===== src/design/sfcfe_params.svh =====
// Overview of operation
// - top-boot protect_level maps to none, top 4..64 KB, upper half, or all.
// - pause never aborts a status-write, program or wipe cycle under way.
// - pause starts only while selected, on pause_n falling with clock low.
// - pause ends on pause_n rising while the serial clock is low.
// - a pause_n edge with clock high takes effect when clock next goes low.
// - while paused, output floats; input and clock are ignored, state kept.
// - deselect during pause resets command logic and drops the sequence.
// - everything shifts MSB first; input captured on rising clock edges.
// - reads, status reads and wake-with-id return data until deselect.
// - write-type commands and sleep run only on whole-byte clock counts; wake and 3Ah do not need them.
// - incomplete page write byte means no operation, write_latch kept.
// - page write needs three address bytes and at least one data byte.
// - block wipe needs exactly 24 address bits, otherwise ignored.
// - wake command is ignored without its minimum byte count.
// - array commands are ignored while an internal cycle runs.
// - 03h reads with three address bytes, 0Bh adds one dummy byte.
// - 02h page write, D8h block wipe with address, C7h whole wipe.
// - 06h sets latch, 04h clears, 05h status read, 01h status write.
// - B9h sleep, ABh wake with three dummies then id, 3Ah one-time area.
// - 90h two dummies and selector then maker/device; 9Fh maker and 16-bit id.
// - works with clock idling low or high, modes 0 and 3.
// - each output bit is driven on the falling serial clock edge.
// - in sleep only the wake command is honoured.
`ifndef SFCFE_PARAMS_SVH
`define SFCFE_PARAMS_SVH

`define SFCFE_OP_READ 8'h03
`define SFCFE_OP_FAST_READ 8'h0B
`define SFCFE_OP_PAGE_WRITE 8'h02
`define SFCFE_OP_BLOCK_WIPE 8'hD8
`define SFCFE_OP_ARRAY_WIPE 8'hC7
`define SFCFE_OP_SET_LATCH 8'h06
`define SFCFE_OP_CLEAR_LATCH 8'h04
`define SFCFE_OP_STATUS_READ 8'h05
`define SFCFE_OP_STATUS_WRITE 8'h01
`define SFCFE_OP_SLEEP 8'hB9
`define SFCFE_OP_WAKE 8'hAB
`define SFCFE_OP_ONE_TIME 8'h3A
`define SFCFE_OP_MAKER_DEV 8'h90
`define SFCFE_OP_IDENT 8'h9F

// byte counts, opcode included
`define SFCFE_ADDR_LAST_IDX 3
`define SFCFE_SWR_BYTES 2
`define SFCFE_WIPE_BYTES 4
`define SFCFE_PAGE_MIN_BYTES 5
`define SFCFE_WAKE_MIN_BYTES 1

// status byte field positions
`define SFCFE_ST_LOCK 7
`define SFCFE_ST_LEVEL_HI 4
`define SFCFE_ST_LEVEL_LO 2

// top-boot protected range start per protect_level
`define SFCFE_PROT_BASE_1 24'h3FF000
`define SFCFE_PROT_BASE_2 24'h3FE000
`define SFCFE_PROT_BASE_3 24'h3FC000
`define SFCFE_PROT_BASE_4 24'h3F8000
`define SFCFE_PROT_BASE_5 24'h3F0000
`define SFCFE_PROT_BASE_6 24'h200000
`define SFCFE_PROT_BASE_7 24'h000000

// reset values
`define SFCFE_LEVEL_RST 3'h0
`define SFCFE_LOCK_RST 1'h0

`endif


===== src/design/sfcfe_pkg.sv =====
package sfcfe_pkg;
	typedef enum logic [0:0]
	{
		SFCFE_SHIFT_IN = 1'b0,
		SFCFE_SHIFT_OUT = 1'b1
	} sfcfe_phase_t;
	typedef logic [7:0] sfcfe_byte_t;
	typedef logic [23:0] sfcfe_addr_t;
	typedef logic [2:0] sfcfe_level_t;
endpackage


===== src/design/sfcfe_prot_if.sv =====
`timescale 1ns/1ps
`default_nettype none
interface sfcfe_prot_if;
	import sfcfe_pkg::*;
	sfcfe_level_t protect_level;
	sfcfe_addr_t addr;
	logic is_protected;
	modport lookup (input protect_level, input addr, output is_protected);
	modport user (output protect_level, output addr, input is_protected);
endinterface
`default_nettype wire


===== src/design/sfcfe_protect_map.sv =====
`timescale 1ns/1ps
`default_nettype none
`include "sfcfe_params.svh"
module sfcfe_protect_map
	import sfcfe_pkg::*;
(
	sfcfe_prot_if.lookup prot
);
	////////////////////////////////////////////////////////////////
	// lowest protected address per level
	function automatic sfcfe_addr_t base_of(input sfcfe_level_t lvl);
		case (lvl)
			3'h1: base_of = `SFCFE_PROT_BASE_1;
			3'h2: base_of = `SFCFE_PROT_BASE_2;
			3'h3: base_of = `SFCFE_PROT_BASE_3;
			3'h4: base_of = `SFCFE_PROT_BASE_4;
			3'h5: base_of = `SFCFE_PROT_BASE_5;
			3'h6: base_of = `SFCFE_PROT_BASE_6;
			default: base_of = `SFCFE_PROT_BASE_7;
		endcase
	endfunction

	// level zero guards nothing, others guard from base to the top
	assign prot.is_protected = (prot.protect_level != 3'h0) &&
		(prot.addr >= base_of(prot.protect_level));
endmodule
`default_nettype wire


===== src/design/sfcfe_front_end.sv =====
`timescale 1ns/1ps
`default_nettype none
`include "sfcfe_params.svh"
module sfcfe_front_end
	import sfcfe_pkg::*;
#(
	parameter int CNT_W = 13,
	parameter logic [7:0] MAKER_ID = 8'h5A, // arbitrary value
	parameter logic [7:0] DEVICE_ID = 8'hA5, // arbitrary value
	parameter logic [15:0] IDENT16 = 16'h1234 // arbitrary value
)
(
	input wire logic clk,
	input wire logic reset,
	input wire logic sclk,
	input wire logic select_n,
	input wire logic pause_n,
	input wire logic serial_in,
	output logic serial_out,
	output logic serial_out_oe_n,
	input wire logic cycle_busy,
	input wire logic [7:0] array_data,
	output logic [23:0] array_addr,
	output logic [23:0] command_addr,
	output logic page_byte_valid,
	output logic [7:0] page_byte,
	output logic [23:0] page_byte_addr,
	output logic page_write_start,
	output logic block_wipe_start,
	output logic array_wipe_start,
	output logic status_write_start,
	output logic write_latch,
	output logic [2:0] protect_level,
	output logic status_lock,
	output logic one_time_mode,
	output logic sleeping,
	output logic paused
);
	localparam int IW = CNT_W - 3;

	////////////////////////////////////////////////////////////////
	// pin synchronisers, third stage only for edge finding
	logic sclk_m, sclk_s, sclk_d;
	logic sel_m, sel_s, sel_d;
	logic pause_m, pause_s;
	logic si_m, si_s;

	always_ff @(posedge clk)
	begin
		if (reset)
		begin
			{sclk_m, sclk_s, sclk_d} <= 3'h0;
			{sel_m, sel_s, sel_d} <= 3'h7;
			{pause_m, pause_s} <= 2'h3;
			{si_m, si_s} <= 2'h0;
		end
		else
		begin
			{sclk_m, sclk_s, sclk_d} <= {sclk, sclk_m, sclk_s};
			{sel_m, sel_s, sel_d} <= {select_n, sel_m, sel_s};
			{pause_m, pause_s} <= {pause_n, pause_m};
			{si_m, si_s} <= {serial_in, si_m};
		end
	end

	logic sclk_rise, sclk_fall, sel_rise, active, shift_rise, shift_fall;
	// only edges count, so either idle level of the clock works
	assign sclk_rise = sclk_s & ~sclk_d;
	assign sclk_fall = ~sclk_s & sclk_d;
	assign sel_rise = sel_s & ~sel_d;
	assign active = ~sel_s & ~paused;
	assign shift_rise = sclk_rise & active;
	assign shift_fall = sclk_fall & active;

	////////////////////////////////////////////////////////////////
	// pause follows pause_n only while selected and clock is low
	always_ff @(posedge clk)
	begin
		if (reset)
			paused <= 1'b0;
		else if (sel_s)
			paused <= 1'b0;
		else if (!sclk_s)
			paused <= ~pause_s;
	end

	////////////////////////////////////////////////////////////////
	// clock count and input shifter
	logic [CNT_W-1:0] bit_count;
	logic [7:0] in_shift;
	logic [IW-1:0] cur_idx;
	logic byte_done;
	sfcfe_byte_t in_byte, opcode, op_now, sw_data;
	assign cur_idx = bit_count[CNT_W-1:3];
	assign byte_done = shift_rise & (bit_count[2:0] == 3'h7);
	assign in_byte = {in_shift[6:0], si_s};
	assign op_now = (cur_idx == IW'(0)) ? in_byte : opcode;

	always_ff @(posedge clk)
	begin
		if (reset || sel_s)
			bit_count <= '0;
		else if (shift_rise && (bit_count != '1))
			bit_count <= bit_count + 1'b1;
	end

	// msb first, captured on rising edges
	always_ff @(posedge clk)
	begin
		if (reset)
			in_shift <= 8'h00;
		else if (shift_rise)
			in_shift <= in_byte;
	end

	// opcode and status-write data byte
	always_ff @(posedge clk)
	begin
		if (reset)
		begin
			opcode <= 8'h00;
			sw_data <= 8'h00;
		end
		else if (byte_done && (cur_idx == IW'(0)))
			opcode <= in_byte;
		else if (byte_done && (cur_idx == IW'(1)))
			sw_data <= in_byte;
	end

	////////////////////////////////////////////////////////////////
	// command qualification
	function automatic logic [2:0] out_start(input sfcfe_byte_t op);
		case (op)
			`SFCFE_OP_STATUS_READ, `SFCFE_OP_IDENT: out_start = 3'h1;
			`SFCFE_OP_READ, `SFCFE_OP_MAKER_DEV, `SFCFE_OP_WAKE: out_start = 3'h4;
			`SFCFE_OP_FAST_READ: out_start = 3'h5;
			default: out_start = 3'h0;
		endcase
	endfunction

	function automatic logic is_array_op(input sfcfe_byte_t op);
		is_array_op = (op == `SFCFE_OP_READ) || (op == `SFCFE_OP_FAST_READ) ||
			(op == `SFCFE_OP_PAGE_WRITE) || (op == `SFCFE_OP_BLOCK_WIPE) ||
			(op == `SFCFE_OP_ARRAY_WIPE) || (op == `SFCFE_OP_STATUS_WRITE);
	endfunction

	// sleep admits only wake; a running cycle blocks array access
	function automatic logic allowed(input sfcfe_byte_t op, input logic slp, input logic bsy);
		allowed = !(slp && (op != `SFCFE_OP_WAKE)) && !(bsy && is_array_op(op));
	endfunction

	////////////////////////////////////////////////////////////////
	// address: captured, bumped per read byte or per page byte
	sfcfe_addr_t addr, start_addr;
	sfcfe_phase_t phase;
	logic [2:0] out_bit;
	logic [1:0] out_sel;
	logic drive, alt_first;
	logic out_wrap;
	assign out_wrap = shift_fall && (phase == SFCFE_SHIFT_OUT) && (out_bit == 3'h7);

	always_ff @(posedge clk)
	begin
		if (reset)
			addr <= 24'h000000;
		else if (byte_done && (cur_idx >= IW'(1)) && (cur_idx <= IW'(`SFCFE_ADDR_LAST_IDX)))
			addr <= {addr[15:0], in_byte};
		else if (byte_done && (cur_idx > IW'(`SFCFE_ADDR_LAST_IDX)) && (opcode == `SFCFE_OP_PAGE_WRITE))
			addr[7:0] <= addr[7:0] + 8'h01; // stays inside the page
		else if (out_wrap && ((opcode == `SFCFE_OP_READ) || (opcode == `SFCFE_OP_FAST_READ)))
			addr <= addr + 24'h000001;
	end

	always_ff @(posedge clk)
	begin
		if (reset)
			start_addr <= 24'h000000;
		else if (byte_done && (cur_idx == IW'(`SFCFE_ADDR_LAST_IDX)))
			start_addr <= {addr[15:0], in_byte};
	end

	// selector byte of the maker/device read picks the first byte
	always_ff @(posedge clk)
	begin
		if (reset)
			alt_first <= 1'b0;
		else if (byte_done && (cur_idx == IW'(`SFCFE_ADDR_LAST_IDX)))
			alt_first <= in_byte[0];
	end

	////////////////////////////////////////////////////////////////
	// frame phase: input shifting, then output after the header
	always_ff @(posedge clk)
	begin
		if (reset || sel_s)
			phase <= SFCFE_SHIFT_IN;
		else
		begin
			case (phase)
				SFCFE_SHIFT_IN:
					if (byte_done && (out_start(op_now) != 3'h0) &&
						(cur_idx == IW'(out_start(op_now) - 3'h1)) &&
						allowed(op_now, sleeping, cycle_busy))
						phase <= SFCFE_SHIFT_OUT;
				SFCFE_SHIFT_OUT:
					phase <= SFCFE_SHIFT_OUT;
				default:
					phase <= SFCFE_SHIFT_IN;
			endcase
		end
	end

	// output byte source
	sfcfe_byte_t status_byte, out_src;
	logic [7:0] out_shift;
	assign status_byte = {status_lock, 2'b00, protect_level, write_latch, cycle_busy};

	always_comb
	begin
		case (opcode)
			`SFCFE_OP_STATUS_READ: out_src = status_byte;
			`SFCFE_OP_READ, `SFCFE_OP_FAST_READ: out_src = array_data;
			`SFCFE_OP_IDENT: out_src = (out_sel == 2'h0) ? MAKER_ID :
				(out_sel == 2'h1) ? IDENT16[15:8] : IDENT16[7:0];
			`SFCFE_OP_MAKER_DEV: out_src = (out_sel[0] ^ alt_first) ? DEVICE_ID : MAKER_ID;
			default: out_src = DEVICE_ID;
		endcase
	end

	// output bits move on falling edges, msb first
	always_ff @(posedge clk)
	begin
		if (reset)
		begin
			serial_out <= 1'b0;
			out_shift <= 8'h00;
		end
		else if (shift_fall && (phase == SFCFE_SHIFT_OUT))
		begin
			if (out_bit == 3'h0)
			begin
				serial_out <= out_src[7];
				out_shift <= {out_src[6:0], 1'b0};
			end
			else
			begin
				serial_out <= out_shift[7];
				out_shift <= {out_shift[6:0], 1'b0};
			end
		end
	end

	// bit and byte counters of the output stream, reset by deselect
	always_ff @(posedge clk)
	begin
		if (reset || sel_s || (phase == SFCFE_SHIFT_IN))
		begin
			out_bit <= 3'h0;
			out_sel <= 2'h0;
			drive <= 1'b0;
		end
		else if (shift_fall)
		begin
			out_bit <= out_bit + 3'h1;
			drive <= 1'b1;
			if (out_wrap)
				out_sel <= ((opcode == `SFCFE_OP_IDENT) && (out_sel == 2'h2)) ?
					2'h0 : out_sel + 2'h1;
		end
	end

	// floats when not selected, paused or not yet sending
	assign serial_out_oe_n = ~(drive & active);

	////////////////////////////////////////////////////////////////
	// execution at deselect; a paused deselect executes nothing
	logic exec_ok, end_ok;
	logic [IW-1:0] nbytes;
	logic do_setl, do_clrl, do_swr, do_page, do_wipe, do_chip, do_sleep, do_wake, do_otp;
	sfcfe_prot_if prot ();
	assign end_ok = sel_rise & ~paused;
	assign exec_ok = end_ok & (bit_count[2:0] == 3'h0);
	assign nbytes = cur_idx;
	assign do_setl = exec_ok && !sleeping && (opcode == `SFCFE_OP_SET_LATCH) && (nbytes != 0);
	assign do_clrl = exec_ok && !sleeping && (opcode == `SFCFE_OP_CLEAR_LATCH) && (nbytes != 0);
	assign do_swr = exec_ok && allowed(opcode, sleeping, cycle_busy) && write_latch &&
		(opcode == `SFCFE_OP_STATUS_WRITE) && (nbytes >= IW'(`SFCFE_SWR_BYTES));
	assign do_page = exec_ok && allowed(opcode, sleeping, cycle_busy) && write_latch &&
		(opcode == `SFCFE_OP_PAGE_WRITE) && (nbytes >= IW'(`SFCFE_PAGE_MIN_BYTES)) &&
		!prot.is_protected;
	assign do_wipe = exec_ok && allowed(opcode, sleeping, cycle_busy) && write_latch &&
		(opcode == `SFCFE_OP_BLOCK_WIPE) && (nbytes == IW'(`SFCFE_WIPE_BYTES)) &&
		!prot.is_protected;
	assign do_chip = exec_ok && allowed(opcode, sleeping, cycle_busy) && write_latch &&
		(opcode == `SFCFE_OP_ARRAY_WIPE) && (nbytes == IW'(1)) && (protect_level == 3'h0);
	assign do_sleep = exec_ok && !sleeping && (opcode == `SFCFE_OP_SLEEP) && (nbytes != 0);
	assign do_wake = end_ok && sleeping && (opcode == `SFCFE_OP_WAKE) &&
		(nbytes >= IW'(`SFCFE_WAKE_MIN_BYTES));
	assign do_otp = end_ok && !sleeping && (opcode == `SFCFE_OP_ONE_TIME) && (nbytes != 0);

	assign prot.protect_level = protect_level;
	assign prot.addr = start_addr;

	sfcfe_protect_map u_map
	(
		.prot(prot)
	);

	// write latch: set by command, cleared by clear and by accepted writes
	always_ff @(posedge clk)
	begin
		if (reset)
			write_latch <= 1'b0;
		else if (do_setl)
			write_latch <= 1'b1;
		else if (do_clrl || do_swr || do_page || do_wipe || do_chip)
			write_latch <= 1'b0;
	end

	// status fields; in one-time mode the write only sets the lock
	always_ff @(posedge clk)
	begin
		if (reset)
		begin
			protect_level <= `SFCFE_LEVEL_RST;
			status_lock <= `SFCFE_LOCK_RST;
		end
		else if (do_swr && one_time_mode)
			status_lock <= 1'b1;
		else if (do_swr)
		begin
			protect_level <= sw_data[`SFCFE_ST_LEVEL_HI:`SFCFE_ST_LEVEL_LO];
			status_lock <= sw_data[`SFCFE_ST_LOCK];
		end
	end

	// sleep and one-time modes
	always_ff @(posedge clk)
	begin
		if (reset)
		begin
			sleeping <= 1'b0;
			one_time_mode <= 1'b0;
		end
		else
		begin
			if (do_sleep)
				sleeping <= 1'b1;
			else if (do_wake)
				sleeping <= 1'b0;
			if (do_otp)
				one_time_mode <= 1'b1;
			else if (do_clrl)
				one_time_mode <= 1'b0;
		end
	end

	// start pulses; nothing here ever cancels a running cycle
	always_ff @(posedge clk)
	begin
		if (reset)
		begin
			{page_write_start, block_wipe_start, array_wipe_start, status_write_start} <= 4'h0;
			command_addr <= 24'h000000;
		end
		else
		begin
			{page_write_start, block_wipe_start, array_wipe_start, status_write_start} <=
				{do_page, do_wipe, do_chip, do_swr};
			command_addr <= start_addr;
		end
	end

	// page data bytes as they complete
	always_ff @(posedge clk)
	begin
		if (reset)
		begin
			page_byte_valid <= 1'b0;
			page_byte <= 8'h00;
			page_byte_addr <= 24'h000000;
		end
		else
		begin
			page_byte_valid <= byte_done && (cur_idx > IW'(`SFCFE_ADDR_LAST_IDX)) &&
				(opcode == `SFCFE_OP_PAGE_WRITE) && write_latch &&
				allowed(opcode, sleeping, cycle_busy);
			page_byte <= in_byte;
			page_byte_addr <= addr;
		end
	end

	assign array_addr = addr;
endmodule
`default_nettype wire


===== config.mk =====
export PLATFORM = sky130hd
export DESIGN_NAME = sfcfe_front_end
export DESIGN_NICKNAME = d
export VERILOG_FILES = /design/src/design/sfcfe_pkg.sv /design/src/design/sfcfe_prot_if.sv /design/src/design/sfcfe_protect_map.sv /design/src/design/sfcfe_front_end.sv
export VERILOG_INCLUDE_DIRS = /design/src /design/src/design
export SDC_FILE = /design/constraint.sdc
export NUM_CORES = 1
export LEC_CHECK = 0
export BUFFER_PORTS_ARGS = -buffer_cell sky130_fd_sc_hd__buf_2
export CAP_MARGIN = 30
export CELL_PAD_IN_SITES_DETAIL_PLACEMENT = 1
export CELL_PAD_IN_SITES_GLOBAL_PLACEMENT = 1
export CORE_MARGIN = 2
export CORE_UTILIZATION = 44
export CTS_BUF_LIST = sky130_fd_sc_hd__clkbuf_2 sky130_fd_sc_hd__clkbuf_4 sky130_fd_sc_hd__clkbuf_8
export DETAILED_ROUTE_END_ITERATION = 6
export PLACE_DENSITY_LB_ADDON = 0.1
export SLEW_MARGIN = 40
export SYNTH_ARGS = -nofsm -noshare
export SYNTH_HDL_FRONTEND = slang
export SYNTH_HIERARCHICAL = 1
export SYNTH_SLANG_ARGS = --single-unit

===== constraint.sdc =====
create_clock -name clk -period 3.8 [get_ports clk]
set_input_delay 0.38 -clock clk [delete_from_list [all_inputs] [get_ports clk]]
set_output_delay 0.38 -clock clk [all_outputs]
set_load 0.02 [all_outputs]

==> impl_results.md <==
- Top-area cell type share of the netlist area: 46.2%
- Remaining Overflow, GRT: 0
- Hold Vio Cnt, Final: 0
- Drt first pass iters: 5
- Cell area after synthesis: 0.00753 sq mm
- Setup TNS: 0 ns
- Horiz. Die Dim: 135 microns
- Wire per inst: 18.3 microns
- CP Launch Type: flop
- DRT iter0 DRCs: 327
- Minimum clock period: 3.31 ns
- Flop2flop setup slack: 0.49 ns
- Resized Gates After CTS: 0
- CTS tree: done
- Clk root buf: clkbuf_8
- Worst hold-check path type: in2reg
- Die height: 135 microns
- EDFF count, synth: 0
- Skew final: 0.0126 ns
- CTS hold repair buffers: 0
- Clock latency on the worst-skew pair: 0.48 ns
- Crit path capture type: flop
- Synth Area in Compound Gates: 11.3%
- Critical Path AT: 3.69 ns
- Yosys warning count: 6
- Least-Margin Pin Slew: 0.784 ns
- Post-Synth Adder-Cell Area: 2.99%
- CTS buffer count: 17
- RSZ-0062 raised after global routing: false
- Max cap viols: 0
- Lkg Pwr: 3.45 nW
- DP Wirelength: 15700 microns
- Portion of netlist area occupied by mux cells: 1.86%
- Critical Path Most Common Cell: or4_1
- R2r startpoint: opcode[4]
- Largest family of logic cells by synthesized area: simple AND/OR/NAND/NOR gates
- Post-route cell area: 0.00871 sq mm
- GRT Util Overall: 24.6%
- Dominant cells by area after synthesis: dfxtp_1 (46%), nand2_1 (5.4%), nor2b_1 (5.4%)
- PwrDens: 386 mW/mm^2
- Tot Pwr: 3.36 mW
- Die area: 0.0182 sq mm
- CTS H-tree lvls: 4
- Final antenna-violating net count: 0
- Post-CTS setup-driven buffer insertion count: 0
- Hold Startpoint: pause_n
- Pin count of the biggest net entering global routing: 86
- Layout area overhead: 15.6%
- Post-Syn Nets: 912
- VDD IR-drop max: 0.227 mV
- Share of layout cells above drive strength 1: 17.5%
- Synth Area per Inst: 8.57 sq um
- Final Net Count: 995
- Worst path cell trace: or4_1, a21oi_1, o21ai_1, nor2_1, nor2_1, ha_1, xnor2_1, or4_1, or4_1, o41ai_2
- Post-synthesis sequential area ratio: 46.2%
- Final period util: 87.0%
- Vias per std cell: 5.61
- IO Pins: 110
- Simple-Gate Fraction of Synth Area: 30.0%
- Fmax: 302 MHz
- Rows: 47
- Routed wire length: 21900 microns
- Initial core utilization: 45.3%
- Dpl cell area: 0.00825 sq mm
- CP max stage cell: or4_1
- Slew margin rel.: 47.3%
- Hold path depth: 2
- Fin. max-slew vios: 0
- Setup Viol. Count Final: 0
- R2R Path End: phase
- Unique cell type count in the Yosys netlist: 60
- WS Path Type: reg2reg
- Worst Path Required: 4.18 ns
- IO buf count: 109
- Via Count: 6706
- Worst setup margin: 0.493 ns
- First-pass GRT wire length: 35300 microns
- XOR/XNOR Fraction of Synth Area: 4.18%
- Place WS: 0.499 ns
- Cell taking the most area after synthesis: dfxtp_1
- Synth Instances: 879
- CP peak stage delay: 0.73 ns
- Family with the most delay on the worst path: simple AND/OR/NAND/NOR gates
- Final core utilization: 52.3%
- Initial antenna violation count: 0
- Register bit total from synthesis: 174
- Crit-path max FO: 13
- Async set-or-reset flop fraction in the synthesized netlist: 0%
- R2R depth: 10
- # clock sinks: 174
- Hold Path Sink: pause_m
- Placer Congestion: 0.893
- Max clock buf depth: 2
- Status: completed
- Most used flip-flop cell after synthesis: dfxtp_1
- Crit path buf inv count: 0
- DR DRC count: 0
- CTS clock-pin slew for the worst setup and hold paths: 0.10 ns
- Diode count: 0
- Vias in the first global route: 6695
- Core box area: 0.0166 sq mm
-- power breakdown --
part	internal, mW	leakage, nW	switching, mW
clock	0.739	0.220	0.742
combinational	0.0132	1.83	0.0358
sequential	1.83	1.40	0.00448
-- through the flow --
stage / hold slack, ns / std cells
after floorplan: 0.389 / 879
after global placement: 0.393 / 1163
after detailed placement: 0.400 / 1163
after CTS: 0.0509 / 1195
after global routing: 0.0656 / 1195
final: 0.0765 / 1195
-- registers in the layout, summed over array words and instances, names as in the netlist, 2 cells and up --
register / cells
opcode: 8
page_byte: 8
array_addr: 24
out_bit: 3
bit_count: 13
protect_level: 3
page_byte_addr: 24
out_sel: 2
in_shift: 7
out_shift: 7
command_addr: 24
prot.addr: 24
sw_data: 4
-- cells by family (layout without fill, tap and decap cells) --
kind of cell,after synthesis,count (layout)
AO/OA/AOI/OAI,137,137
AND/OR/NAND/NOR,430,430
adder cells (fa/ha/maj),18,18
multiplexers,14,14
buffers and inverters,70,166
XOR/XNOR,36,36
flip-flops,174,174
-- routing by layer --
layer | vias to the layer above | track usage [%] | wire (microns)
li1 | 3220 | - | -
met2 | 136 | 44.2 | 11300
met4 | 0 | 8.19 | 427
met5 | - | 0 | 0
met3 | 32 | 3.87 | 727
met1 | 3318 | 29.9 | 9430
-- how the worst max path moves through the flow --
| stage | slack, ns | cells past startpoint | startpoint | end |
|---|---|---|---|---|
| 6_report | 0.49 | 10 | opcode[4] | phase |
| 5_1_grt | 0.31 | 11 | bit_count[7] | phase |
| 4_1_cts | 0.49 | 11 | bit_count[7] | phase |
| 3_5_place_dp | 0.50 | 10 | opcode[4] | phase |
| 3_3_place_gp | 0.65 | 10 | opcode[4] | phase |
| 2_1_floorplan | 0.66 | 10 | bit_count[10] | phase |
-- layout make-up --
type / count / area (sq um)
well taps: 220 / 275
fillers: 2033 / 7930
multi-input cells: 635 / 3810
clock inverters: 15 / 220
clock buffers: 17 / 234
repair buffers: 120 / 634
inverters: 14 / 52.6
flip-flops and latches: 174 / 3480
-- Yosys cell counts (2+ instances only) --
cell       instances
and2_1             4
a32oi_1            2
nand3_1           28
dfxtp_1          174
nor4b_2            3
clkbuf_1          52
nor2b_1           65
nand2_1          109
nand4_1           21
nand4b_1           6
xnor2_1            6
and4_1             6
o32ai_1            2
a211oi_1          27
xor2_1            30
nor3_1            22
a31oi_1            2
or3_1              7
nor4_1            15
buf_1              2
or3b_1             2
nor4bb_1           3
mux2i_1           14
and3_1             8
ha_1              18
or2_2              4
o211ai_1           3
a221oi_1           3
nor3b_1            5
nand3b_1           4
nand2b_1           7
buf_2              2
o21ai_0           21
nor2_1            92
a21o_1             2
or4_1              8
or4b_2             2
inv_1             14
a2111oi_0          2
o21ai_1            5
a21oi_1           58
-- placed cells by master (no fill, tap or decap), drive strengths merged, types with 3 or more instances in the layout --
cell / count
nor3b: 5
nor2b: 65
o21ai: 26
or2: 4
or3: 7
a21oi: 58
nand4: 21
nand3b: 4
and3: 8
nand2: 109
xor2: 30
o211ai: 3
a211oi: 27
inv: 22
or4: 9
nand2b: 7
dfxtp: 174
or4b: 3
bufinv: 4
and2: 5
clkbuf: 17
ha: 18
or3b: 3
nor2: 92
and4: 7
xnor2: 6
nand3: 28
nor4b: 4
nor3: 22
nor4: 16
buf: 120
nand4b: 6
nor4bb: 3
a221oi: 3
clkinvlp: 3
mux2i: 14
Note: power is estimated with default switching activity, not from simulation.
